===== src/inc/pcg_pkg.sv =====
// Constants, field layout and mode type for the clock mode generator
package pcg_pkg;

    localparam int APB_AW = 16;
    localparam int APB_DW = 32;
    localparam logic [APB_AW-1:0] CTRL_ADDR = 16'h0058;

    localparam int MUL_HI = 15;
    localparam int MUL_LO = 12;
    localparam int DIV_BIT = 11;
    localparam int CNT_HI = 10;
    localparam int CNT_LO = 3;
    localparam int ON_BIT = 2;
    localparam int NDIV_BIT = 1;
    localparam int STAT_BIT = 0;

    localparam logic [3:0] MUL_UNITY = 4'hF;

    localparam logic [2:0] PINS_000 = 3'h0;
    localparam logic [2:0] PINS_001 = 3'h1;
    localparam logic [2:0] PINS_010 = 3'h2;
    localparam logic [2:0] PINS_011 = 3'h3;
    localparam logic [2:0] PINS_100 = 3'h4;
    localparam logic [2:0] PINS_101 = 3'h5;
    localparam logic [2:0] PINS_110 = 3'h6;
    localparam logic [2:0] PINS_111 = 3'h7;

    localparam logic [15:0] RST_000 = 16'h0000;
    localparam logic [15:0] RST_001 = 16'h9007;
    localparam logic [15:0] RST_010 = 16'h4007;
    localparam logic [15:0] RST_100 = 16'h1007;
    localparam logic [15:0] RST_110 = 16'hF007;
    localparam logic [15:0] RST_111 = 16'h0000;
    localparam logic [15:0] RST_101 = 16'hF000;
    localparam logic [15:0] RST_011 = 16'h0000;

    localparam int LOCK_SHIFT = 4;
    localparam int PER_W = 16;

    typedef enum {PCG_DIV, PCG_LOCKING, PCG_PLL} pcg_mode_e;

endpackage


===== src/rtl/pcg_lock_timer.sv =====
// Lock timer counting reference edges before the loop counts as locked
`timescale 1ns/1ps
module pcg_lock_timer #(
    parameter int CNT_W = 8,
    parameter int SHIFT = 4
) (
    input wire logic clk,
    input wire logic arst_n,
    input wire logic start,
    input wire logic tick,
    input wire logic [CNT_W-1:0] count,
    output logic locked
);
    logic [CNT_W+SHIFT-1:0] remain_q;
    logic running_q;

    // Load scaled count on start, count down on reference edges
    always_ff @(posedge clk or negedge arst_n)
    begin
        if (!arst_n)
        begin
            remain_q <= '0;
            running_q <= 1'b0;
            locked <= 1'b0;
        end
        else if (start)
        begin
            remain_q <= (CNT_W+SHIFT)'(count) << SHIFT;
            running_q <= 1'b1;
            locked <= 1'b0;
        end
        else if (running_q)
        begin
            if (remain_q == '0)
            begin
                running_q <= 1'b0;
                locked <= 1'b1;
            end
            else if (tick)
            begin
                remain_q <= remain_q - 1'b1;
            end
        end
    end

endmodule


===== src/rtl/pcg_clock_gen.sv =====
// Clock mode generator with divider, synthesised multiplier and APB register
`timescale 1ns/1ps
module pcg_clock_gen #(
    parameter int CNT_W = 8,
    parameter int SHIFT = pcg_pkg::LOCK_SHIFT,
    parameter int PER_W = pcg_pkg::PER_W
) (
    input wire logic clk,
    input wire logic arst_n,
    input wire logic psel,
    input wire logic penable,
    input wire logic pwrite,
    input wire logic [pcg_pkg::APB_AW-1:0] paddr,
    input wire logic [pcg_pkg::APB_DW-1:0] pwdata,
    output logic [pcg_pkg::APB_DW-1:0] prdata,
    output logic pready,
    output logic pslverr,
    input wire logic referenceClockIn,
    input wire logic modeSelectPinA,
    input wire logic modeSelectPinB,
    input wire logic modeSelectPinC,
    output logic masterClk,
    output logic crystalDriveOut,
    output logic oscEnable,
    output logic pllEnable,
    output logic pllLocked
);
    localparam int ACC_W = PER_W + 2;

    logic [2:0] pinMeta;
    logic [2:0] pinSync;
    logic [2:0] strap_q;
    logic rstHold_q;
    logic refMeta_q;
    logic refSync_q;
    logic refLast_q;
    logic refRise;
    logic [15:0] ctrl_q;
    logic wrEn;
    logic addrHit;
    logic accessEn;
    logic [15:0] strapVal;
    logic useReq;
    logic timerStart_q;
    logic lockDone;
    pcg_pkg::pcg_mode_e mode_q;
    logic divOut_q;
    logic divPhase_q;
    logic [PER_W-1:0] perCnt_q;
    logic [PER_W-1:0] refPeriod_q;
    logic [ACC_W-1:0] acc_q;
    logic [ACC_W-1:0] acc_d;
    logic ncoOut_q;
    logic ncoToggle;
    logic [4:0] mult;
    logic [5:0] inc;
    logic [ACC_W:0] sum;
    logic [ACC_W:0] thr;
    logic [15:0] nextCtrl;
    logic mstNext;
    logic mstMoved_q;

    // Pin synchronisers run without reset so the pins stay visible in reset
    always_ff @(posedge clk)
    begin
        pinMeta <= {modeSelectPinA, modeSelectPinB, modeSelectPinC};
        pinSync <= pinMeta;
    end

    // Reset window marker, cleared at the first edge after release
    always_ff @(posedge clk or negedge arst_n)
    begin
        if (!arst_n)
        begin
            rstHold_q <= 1'b1;
        end
        else
        begin
            rstHold_q <= 1'b0;
        end
    end

    // Strap capture while reset is held
    always_ff @(posedge clk)
    begin
        if (rstHold_q)
        begin
            strap_q <= pinSync;
        end
    end

    // Oscillator enable tracks the pins, off only for 000
    always_ff @(posedge clk)
    begin
        oscEnable <= (pinSync != pcg_pkg::PINS_000);
    end

    // Strap decode to reset value
    always_comb
    begin
        unique case (strap_q)
            pcg_pkg::PINS_000: strapVal = pcg_pkg::RST_000;
            pcg_pkg::PINS_001: strapVal = pcg_pkg::RST_001;
            pcg_pkg::PINS_010: strapVal = pcg_pkg::RST_010;
            pcg_pkg::PINS_100: strapVal = pcg_pkg::RST_100;
            pcg_pkg::PINS_110: strapVal = pcg_pkg::RST_110;
            pcg_pkg::PINS_111: strapVal = pcg_pkg::RST_111;
            pcg_pkg::PINS_101: strapVal = pcg_pkg::RST_101;
            pcg_pkg::PINS_011: strapVal = pcg_pkg::RST_011;
            default: strapVal = pcg_pkg::RST_000;
        endcase
    end

    // Reference input synchroniser and edge detect
    always_ff @(posedge clk or negedge arst_n)
    begin
        if (!arst_n)
        begin
            refMeta_q <= 1'b0;
            refSync_q <= 1'b0;
            refLast_q <= 1'b0;
        end
        else
        begin
            refMeta_q <= referenceClockIn;
            refSync_q <= refMeta_q;
            refLast_q <= refSync_q;
        end
    end

    assign refRise = refSync_q & ~refLast_q;

    // Crystal drive inverts the reference while the oscillator is on
    always_ff @(posedge clk or negedge arst_n)
    begin
        if (!arst_n)
        begin
            crystalDriveOut <= 1'b0;
        end
        else
        begin
            crystalDriveOut <= oscEnable & ~refSync_q;
        end
    end

    // APB decode, one wait state per access
    assign addrHit = (paddr == pcg_pkg::CTRL_ADDR);
    assign accessEn = psel & penable & pready;
    assign wrEn = accessEn & pwrite & addrHit;

    always_ff @(posedge clk or negedge arst_n)
    begin
        if (!arst_n)
        begin
            pready <= 1'b0;
            pslverr <= 1'b0;
            prdata <= '0;
        end
        else if (psel & penable & ~pready)
        begin
            pready <= 1'b1;
            pslverr <= ~addrHit;
            if (!pwrite && addrHit)
            begin
                prdata <= {16'h0000, ctrl_q[15:1], mode_q == pcg_pkg::PCG_PLL};
            end
            else
            begin
                prdata <= '0;
            end
        end
        else
        begin
            pready <= 1'b0;
            pslverr <= 1'b0;
        end
    end

    // Next register value from a write; status bit is read only
    assign nextCtrl = {pwdata[15:1], 1'b0};

    // Clock mode register
    always_ff @(posedge clk or negedge arst_n)
    begin
        if (!arst_n)
        begin
            ctrl_q <= '0;
        end
        else if (rstHold_q)
        begin
            ctrl_q <= strapVal;
        end
        else if (wrEn)
        begin
            ctrl_q <= nextCtrl;
        end
    end

    // Loop requested only when powered and selected
    assign useReq = ctrl_q[pcg_pkg::NDIV_BIT] & ctrl_q[pcg_pkg::ON_BIT];

    // Loop power follows its enable bit
    always_ff @(posedge clk or negedge arst_n)
    begin
        if (!arst_n)
        begin
            pllEnable <= 1'b0;
        end
        else
        begin
            pllEnable <= ctrl_q[pcg_pkg::ON_BIT];
        end
    end

    // Restart lock timing whenever a new setting asks for the loop
    always_ff @(posedge clk or negedge arst_n)
    begin
        if (!arst_n)
        begin
            timerStart_q <= 1'b0;
        end
        else
        begin
            timerStart_q <= rstHold_q | wrEn;
        end
    end

    pcg_lock_timer #(
        .CNT_W(CNT_W),
        .SHIFT(SHIFT)
    ) u_lock (
        .clk(clk),
        .arst_n(arst_n),
        .start(timerStart_q),
        .tick(refRise),
        .count(ctrl_q[pcg_pkg::CNT_HI:pcg_pkg::CNT_LO]),
        .locked(lockDone)
    );

    // Mode sequencing: divider, acquiring lock, loop clocking
    always_ff @(posedge clk or negedge arst_n)
    begin
        if (!arst_n)
        begin
            mode_q <= pcg_pkg::PCG_DIV;
        end
        else if (!useReq)
        begin
            mode_q <= pcg_pkg::PCG_DIV;
        end
        else if (timerStart_q)
        begin
            mode_q <= pcg_pkg::PCG_LOCKING;
        end
        else
        begin
            unique case (mode_q)
                pcg_pkg::PCG_DIV: mode_q <= pcg_pkg::PCG_LOCKING;
                pcg_pkg::PCG_LOCKING:
                begin
                    if (lockDone)
                    begin
                        mode_q <= pcg_pkg::PCG_PLL;
                    end
                end
                pcg_pkg::PCG_PLL: mode_q <= pcg_pkg::PCG_PLL;
            endcase
        end
    end

    always_ff @(posedge clk or negedge arst_n)
    begin
        if (!arst_n)
        begin
            pllLocked <= 1'b0;
        end
        else
        begin
            pllLocked <= useReq & lockDone;
        end
    end

    // Divider: toggle every reference edge, or every second for divide by four
    always_ff @(posedge clk or negedge arst_n)
    begin
        if (!arst_n)
        begin
            divOut_q <= 1'b0;
            divPhase_q <= 1'b0;
        end
        else if (refRise)
        begin
            if (ctrl_q[pcg_pkg::MUL_HI:pcg_pkg::MUL_LO] == pcg_pkg::MUL_UNITY)
            begin
                divPhase_q <= ~divPhase_q;
                if (divPhase_q)
                begin
                    divOut_q <= ~divOut_q;
                end
            end
            else
            begin
                divPhase_q <= 1'b0;
                divOut_q <= ~divOut_q;
            end
        end
    end

    // Reference period measurement, refreshed each reference cycle for tracking
    always_ff @(posedge clk or negedge arst_n)
    begin
        if (!arst_n)
        begin
            perCnt_q <= '0;
            refPeriod_q <= '0;
        end
        else if (!ctrl_q[pcg_pkg::ON_BIT])
        begin
            perCnt_q <= '0;
        end
        else if (refRise)
        begin
            refPeriod_q <= perCnt_q + 1'b1;
            perCnt_q <= '0;
        end
        else if (perCnt_q != '1)
        begin
            perCnt_q <= perCnt_q + 1'b1;
        end
    end

    // Ratio select: multiplier field plus one, all ones means unity unless the divide bit is set
    always_comb
    begin
        if (ctrl_q[pcg_pkg::MUL_HI:pcg_pkg::MUL_LO] == pcg_pkg::MUL_UNITY && !ctrl_q[pcg_pkg::DIV_BIT])
        begin
            mult = 5'h01;
        end
        else
        begin
            mult = 5'(ctrl_q[pcg_pkg::MUL_HI:pcg_pkg::MUL_LO]) + 5'h01;
        end
        inc = {mult, 1'b0};
        if (ctrl_q[pcg_pkg::DIV_BIT])
        begin
            thr = (ACC_W+1)'({refPeriod_q, 1'b0});
        end
        else
        begin
            thr = (ACC_W+1)'(refPeriod_q);
        end
        sum = {1'b0, acc_q} + (ACC_W+1)'(inc);
        ncoToggle = (refPeriod_q != '0) && (sum >= thr);
        if (ncoToggle)
        begin
            acc_d = ACC_W'(sum - thr);
        end
        else if (refPeriod_q == '0)
        begin
            acc_d = '0;
        end
        else
        begin
            acc_d = ACC_W'(sum);
        end
    end

    // Phase accumulator synthesising reference times the ratio
    always_ff @(posedge clk or negedge arst_n)
    begin
        if (!arst_n)
        begin
            acc_q <= '0;
            ncoOut_q <= 1'b0;
        end
        else if (!ctrl_q[pcg_pkg::ON_BIT])
        begin
            acc_q <= '0;
            ncoOut_q <= 1'b0;
        end
        else
        begin
            acc_q <= acc_d;
            if (ncoToggle)
            begin
                ncoOut_q <= ~ncoOut_q;
            end
        end
    end

    // Master clock source select
    assign mstNext = (mode_q == pcg_pkg::PCG_PLL) ? ncoOut_q : divOut_q;

    // Hold one cycle after each change so a source swap never makes a runt pulse
    always_ff @(posedge clk or negedge arst_n)
    begin
        if (!arst_n)
        begin
            masterClk <= 1'b0;
            mstMoved_q <= 1'b0;
        end
        else if (mstMoved_q)
        begin
            mstMoved_q <= 1'b0;
        end
        else
        begin
            masterClk <= mstNext;
            mstMoved_q <= (mstNext != masterClk);
        end
    end

endmodule


===== config.mk =====
export PLATFORM = sky130hd
export DESIGN_NAME = pcg_clock_gen
export DESIGN_NICKNAME = d
export VERILOG_FILES = /design/src/inc/pcg_pkg.sv /design/src/rtl/pcg_lock_timer.sv /design/src/rtl/pcg_clock_gen.sv
export SDC_FILE = /design/constraint.sdc
export NUM_CORES = 1
export LEC_CHECK = 0
export ABC_AREA = 1
export BUFFER_PORTS_ARGS = -buffer_cell sky130_fd_sc_hd__buf_4
export CAP_MARGIN = 20
export CORE_MARGIN = 1
export CORE_UTILIZATION = 58
export CTS_CLUSTER_SIZE = 28
export DETAILED_ROUTE_END_ITERATION = 8
export PLACE_DENSITY = 0.8
export SLEW_MARGIN = 30
export SYNTH_ARGS = -nofsm -noshare
export SYNTH_HDL_FRONTEND = slang
export SYNTH_SLANG_ARGS = --single-unit

===== constraint.sdc =====
create_clock -name clk -period 4.7 [get_ports clk]
set_input_delay 0 -clock clk [delete_from_list [all_inputs] [get_ports clk]]
set_output_delay 0 -clock clk [all_outputs]
set_load 0.02 [all_outputs]

### Yosys cells after proc, flatten, opt, wreduce, memory -nomap -nowiden

Memories as Yosys holds them, arrays and structs flattened. A register that Yosys moved wholly into a read port is not among the register bits.
Cells that the tools add are included.

| cells by class | value |
|---|---|
| eq/ne operators | 12 |
| div/mod/pow operators | 0 |
| bitwise operators | 17 |
| multiply operators | 0 |
| $add $sub $neg | 5 |
| shift-type cells | 0 |
| $lt $le $gt $ge | 1 |
| reductions and logical operators | 18 |
| multiplexer cells | 35 |

Operators by type and width:

| operator | number |
|---|---|
| $mux 16 | 6 |
| $mux 32 | 3 |
| $pmux 32 s3 | 1 |
| $mux 18 | 3 |
| $mux 12 | 4 |
| $eq 32x1->1 const B | 1 |
| $eq 32x2->1 const B | 1 |
| $eq 32x3->1 const B | 1 |
| $logic_not 32->1 | 1 |
| $add 18x6->19 | 1 |
| $ge 19x17->1 | 1 |
| $sub 18x18->18 | 1 |
| $mux 17 | 1 |
| $add 16x1->16 const B | 1 |
| $eq 16x7->1 const B | 1 |
| $logic_not 16->1 | 1 |
| $ne 16x16->1 const B | 1 |
| $reduce_bool 16->1 | 1 |
| $mux 1 | 15 |
| $logic_not 12->1 | 1 |
| $sub 12x1->12 const B | 1 |
| $and 1x1->1 | 9 |
| $reduce_bool 2->1 | 4 |
| $not 1->1 | 7 |
| other kinds (15) | 21 |

| word-level totals | value |
|---|---|
| bits in writable memories | 0 |
| memories kept | 1 |
| register bits after elaboration | 169 |
| output and inout port bits | 39 |
| latch bits | 0 |
| bits of input ports | 57 |
| logic and storage cells | 117 |
| ROM bits | 56 |

Memory list:

| memory | depth | width | read ports | clocked after memory_dff | write ports | line | source |
|---|---|---|---|---|---|---|---|
| (no name shown) | 8 | 7 | 1 | 1 | 0 | pcg_clock_gen.sv:101 | `unique case (strap_q)` |

### Depth between registers and ports, before layout

| depth | value |
|---|---|
| depth after elaboration | 8 |
| depth in mapped cells | 26 |
| mapped depth without buffers | 25 |

### Hierarchy

From an unflattened synthesis, not the netlist that was laid out.

| unflattened totals | value |
|---|---|
| cells, all modules | 984 |
| area total of the unflattened synthesis | 7503.4 sq um |

By module, submodules not included:

| module | times used | area an instance (sq um) | cells an instance | seq. area each (sq um) |
|---|---|---|---|---|
| pcg_clock_gen | 1 | 6571.3 | 849 | 2783.9 |
| pcg_lock_timer | 1 | 932.1 | 135 | 350.3 |

### Worst setup path before layout

Ideal clock, no wire load.

| timing | value |
|---|---|
| path kind | reg2reg |
| from | reg ctrl_q[11] |
| to | reg acc_q[11] |
| arrival | 3.588 ns |
| setup time | 0.120 ns |
| path slack | 0.992 ns |
| clock period less this slack | 3.708 ns |
| data required time | 4.580 ns |
| stages on the path, launching flop included | 25 |
| buffers on the path | 3 |
| cell sequence | dfrtp_1 > clkbuf_1 > clkbuf_1 > o21ai_0 > ha_1 > fa_1 > nand3_1 > nand3_2 > nand2_1 > nand2_2 > nand2_1 > nor2_1 > xor2_1 > inv_1 > ha_1 > nand2_1 > nor2_1 > nand3_1 > o21ai_1 > nor2_4 > nand3_4 > nand2_4 > buf_6 > nor2_1 > nor2_1 |

| on the way | value |
|---|---|
| longest elaborated chain between the ends | 8 |
| elaborated cells on any way between the ends | 11 |
| those cells by class | add/sub: 2; order compare: 1; mux: 5; reduce/logical: 3 |

Ends and longest elaborated chain:

| what | line | source |
|---|---|---|
| start: declaration | pcg_clock_gen.sv:38 | `logic [15:0] ctrl_q;` |
| start signal: assignment | pcg_clock_gen.sv:191 | `ctrl_q <= strapVal;` |
| start signal: assignment | pcg_clock_gen.sv:195 | `ctrl_q <= nextCtrl;` |
| $logic_not 1->1 | pcg_clock_gen.sv:335 | `if (ctrl_q[pcg_pkg::MUL_HI:pcg_pkg::MUL_LO] == pcg_pkg::MUL_UNITY && !ctrl_q[pcg_pkg::DIV_BIT])` |
| $logic_and 1x1->1 | pcg_clock_gen.sv:335 |  |
| $mux 5 | pcg_clock_gen.sv:335 |  |
| $add 18x6->19 | pcg_clock_gen.sv:352 | `sum = {1'b0, acc_q} + (ACC_W+1)'(inc);` |
| $ge 19x17->1 | pcg_clock_gen.sv:353 | `ncoToggle = (refPeriod_q != '0) && (sum >= thr);` |
| $logic_and 1x1->1 | pcg_clock_gen.sv:353 |  |
| $mux 18 * | pcg_clock_gen.sv:354 | `if (ncoToggle)` |
| $mux 18 * | pcg_clock_gen.sv:376 | `else if (!ctrl_q[pcg_pkg::ON_BIT])` |
| end signal: assignment | pcg_clock_gen.sv:373 | `acc_q <= '0;` |
| end signal: assignment | pcg_clock_gen.sv:378 | `acc_q <= '0;` |
| end signal: assignment | pcg_clock_gen.sv:383 | `acc_q <= acc_d;` |
| end: declaration | pcg_clock_gen.sv:51 | `logic [ACC_W-1:0] acc_q;` |

Mark *: on every way between the ends. The rest lies on a longest branch, timed or not.
A chain may end at the register's enable or synchronous reset.

### Worst setup path after layout

| timing | value |
|---|---|
| from | reg ctrl_q[12] |
| to | reg acc_q[11] |

| on the way | value |
|---|---|
| longest elaborated chain between the ends | 8 |
| elaborated cells on any way between the ends | 11 |
| those cells by class | add/sub: 3; order compare: 1; eq/ne: 1; mux: 4; reduce/logical: 2 |

Ends and longest elaborated chain:

| what | line |
|---|---|
| branches (longest 2 deep; another with $add 4x1->5) | - |
| $mux 5 * | pcg_clock_gen.sv:335 |
| $add 18x6->19 * | pcg_clock_gen.sv:352 |
| $ge 19x17->1 | pcg_clock_gen.sv:353 |
| $logic_and 1x1->1 | pcg_clock_gen.sv:353 |
| $mux 18 * | pcg_clock_gen.sv:354 |
| $mux 18 * | pcg_clock_gen.sv:376 |

Mark *: on every way between the ends.

==> results_dict.tcl <==
set metrics [dict create \
    worstPathRequired_ns 5.01 \
    synth_edf_count 3 \
    hp-start "paddr[0]" \
    grt_usage_pct 27.49 \
    tightest_slew_ns 0.8311 \
    r2r_slack_ns 0.49 \
    initial_core_util_pct 59.56 \
    drt-initial-drc-count 397 \
    whs_endpoint "pslverr" \
    vias 6364 \
    rr_endpoint "acc_q[11]" \
    grt_pass1_vias 5885 \
    fillers 939 \
    clk_latency_ns 0.42 \
    timing.hold.ws_ns 0.06749 \
    layout_min_cycle_time_ns 4.209 \
    synth_commonest_cells "nand2_1, o21ai_0, dfrtp_1" \
    syn_inst 924 \
    ys_top_cells_by_area "dfrtp_1, nand2_1, o21ai_0" \
    yosys_warnings 0 \
    r2r-start "ctrl_q[12]" \
    rr_worst_depth 23 \
    cts_buffers 17 \
    root_buffer "clkbuf_16" \
    relSlewSlack_pct 44.60 \
    die_height_um 113.3 \
    portBuffers 62 \
    die_x_um 113.3 \
    skew_ns 0.009723 \
    netlist_area_mm2 0.007184 \
    p_leak_uw 0.004221 \
    synth_seq_cells 127 \
    ys.flop_type "dfrtp_1" \
    synth_most_common_cell "nand2_1" \
    clock_path_buffers 2 \
    area_growth_syn_to_layout_pct 19.28 \
    drive_gt1_share_pct 11.52 \
    coreArea_mm2 0.01206 \
    drv_slew 0 \
    clk_pin_slew_worst_paths_ns 0.06 \
    fin_setup_tns_ns 0 \
    finalPower_uw 4473 \
    n_antenna_cell 0 \
    grt_max_degree 67 \
    drc_errors 0 \
    rsz0062_at_grt "no" \
    status "completed" \
    timing.final.hold_violations 0 \
    period_share_pct 89.56 \
    clkSinkCount 127 \
    ir_worst_vdd_uv 328.2 \
    powerDensity_mw_per_mm2 522.0 \
    dp_hpwl_um 11400 \
    synth_area_leader_cell "dfrtp_1" \
    place_ws_ns 0.5520 \
    grt_pass1_wl_um 27580 \
    post-cts-setup-buffer-count 0 \
    worstHoldPathType "primary input to flip-flop" \
    syn_avg_cell_area_um2 7.775 \
    grt_overflow 0 \
    crit_arrival_ns 4.52 \
    seq_area_frac_synth_pct 43.63 \
    worst-setup-path-type "flip-flop to flip-flop" \
    wl_per_cell_um 13.99 \
    io_pins 96 \
    yosysUniqueCellTypes 46 \
    synth_top_area_share_pct 38.66 \
    path_max_fanout 18 \
    end_kind "flip-flop" \
    cts_tree "built" \
    cp-start-kind "flip-flop" \
    postSynth.asyncResetShare_pct 88.19 \
    row_count 40 \
    setup_viol 0 \
    cts-htree-levels 4 \
    dr.pass1.iters 5 \
    hold_path_depth 6 \
    fin_ws_ns 0.4908 \
    via_per_inst 5.339 \
    drt.antenna.violating_nets 0 \
    nNetsFinal 1099 \
    wl_um 16670 \
    drv_cap 0 \
    gp_congestion 0.9106 \
    die-area_mm2 0.01284 \
    fmax_mhz 237.6 \
    antenna_found_initial 0 \
]
how the worst max path moves through the flow:
stage,from,to,slack (ns),depth (start not counted)
final,ctrl_q[12],acc_q[11],0.49,23
after global routing,ctrl_q[12],acc_q[1],0.17,23
after CTS,ctrl_q[12],acc_q[11],0.52,23
after detailed placement,ctrl_q[12],acc_q[5],0.55,23
after global placement,ctrl_q[12],acc_q[8],0.67,23
after floorplan,ctrl_q[11],acc_q[11],0.99,24
power by group:
part           internal [µW]  switching [µW]  total (µW)
registers               1230             101        1330
clock network            852             500        1350
logic                    635            1160        1790
cell families after synthesis:
group                      share of synthesized area (%)
adders and majority gates                          5.608
DFF                                                43.63
and+or+nand+nor                                    24.61
xor gates and xnor gates                           5.120
buffers and inverters                              8.655
other                                            0.05220
AOI/OAI and AO/OA                                  12.33
registers in the layout, indices dropped and copies added, names as in the netlist, 2 cells and up:
register,count
acc_q,18
perCnt_q,16
prdata,16
refPeriod_q,16
ctrl_q,15
u_lock.remain_q,12
strapVal,5
pinMeta,3
pinSync,3
strap_q,3
mode_q,2
metal layers:
layer	global-route usage, %	vias to the layer above	wire length [µm]
met5	0	-	0
met4	10.18	0	307
met3	5.088	38	965
met2	43.93	241	7930
met1	37.53	2927	7468
li1	-	3158	-
per-stage QoR:
stage / util, % / cells / instance area [µm²]
final: 71.05 / 1192 / 8569
after floorplan: - / 940 / 7244
after global routing: 71.05 / 1192 / 8569
after global placement: 64.09 / 1137 / 7730
after detailed placement: 64.09 / 1137 / 7730
after CTS: 71.03 / 1192 / 8567
layout make-up:
type                            instances  area (µm²)  area share [%]
Multi-Input combinational cell        668        3491           40.74
Clock inverter                         12       160.2           1.869
Sequential cell                       127        3134           36.57
Clock buffer                           20       446.7           5.212
Inverter                              109       409.1           4.774
Timing Repair Buffer                   88       718.2           8.381
Tap cell                              168       210.2           2.453
layout by cell type, fill, tap and decap left out, types with 4 or more instances in the layout:
| cell type | n |
|---|---|
| clkbuf_16 | 17 |
| dlygate4sd3_1 | 23 |
| buf_4 | 65 |
| inv_1 | 105 |
| xnor2_1 | 13 |
| nand3_1 | 43 |
| ha_1 | 29 |
| conb_1 | 17 |
| nand2_1 | 208 |
| dfrtp_1 | 111 |
| nor4_1 | 4 |
| dfxtp_1 | 12 |
| xor2_1 | 29 |
| nor3_1 | 12 |
| a22o_1 | 4 |
| nand4_1 | 22 |
| nor2_1 | 104 |
| a21oi_1 | 31 |
| nand2_2 | 6 |
| o21ai_0 | 112 |
| o211ai_1 | 4 |
| inv_2 | 4 |
what timing repair did:
action                    4_1_cts  5_1_grt
resized for setup               0        0
hold endpoints to repair       84        0
hold buffers                   23        0
worst max-delay path, cell delays in order (launching register included):
cell,delay (ns)
dfrtp_1,0.43
ha_1,0.25
nand3_1,0.13
o21ai_0,0.10
ha_1,0.23
fa_1,0.42
nand3_1,0.11
nand3_2,0.10
nand2_1,0.09
nand2_2,0.08
nand2_1,0.11
nor2_1,0.06
xor2_1,0.22
inv_1,0.08
ha_1,0.35
nand2_1,0.14
nor2_1,0.17
nand3_1,0.09
o21ai_1,0.30
nor2_4,0.08
nand3_4,0.18
nand2_4,0.18
nor2_1,0.15
nor2_1,0.06
No activity file was read; power rests on OpenSTA's default activity.
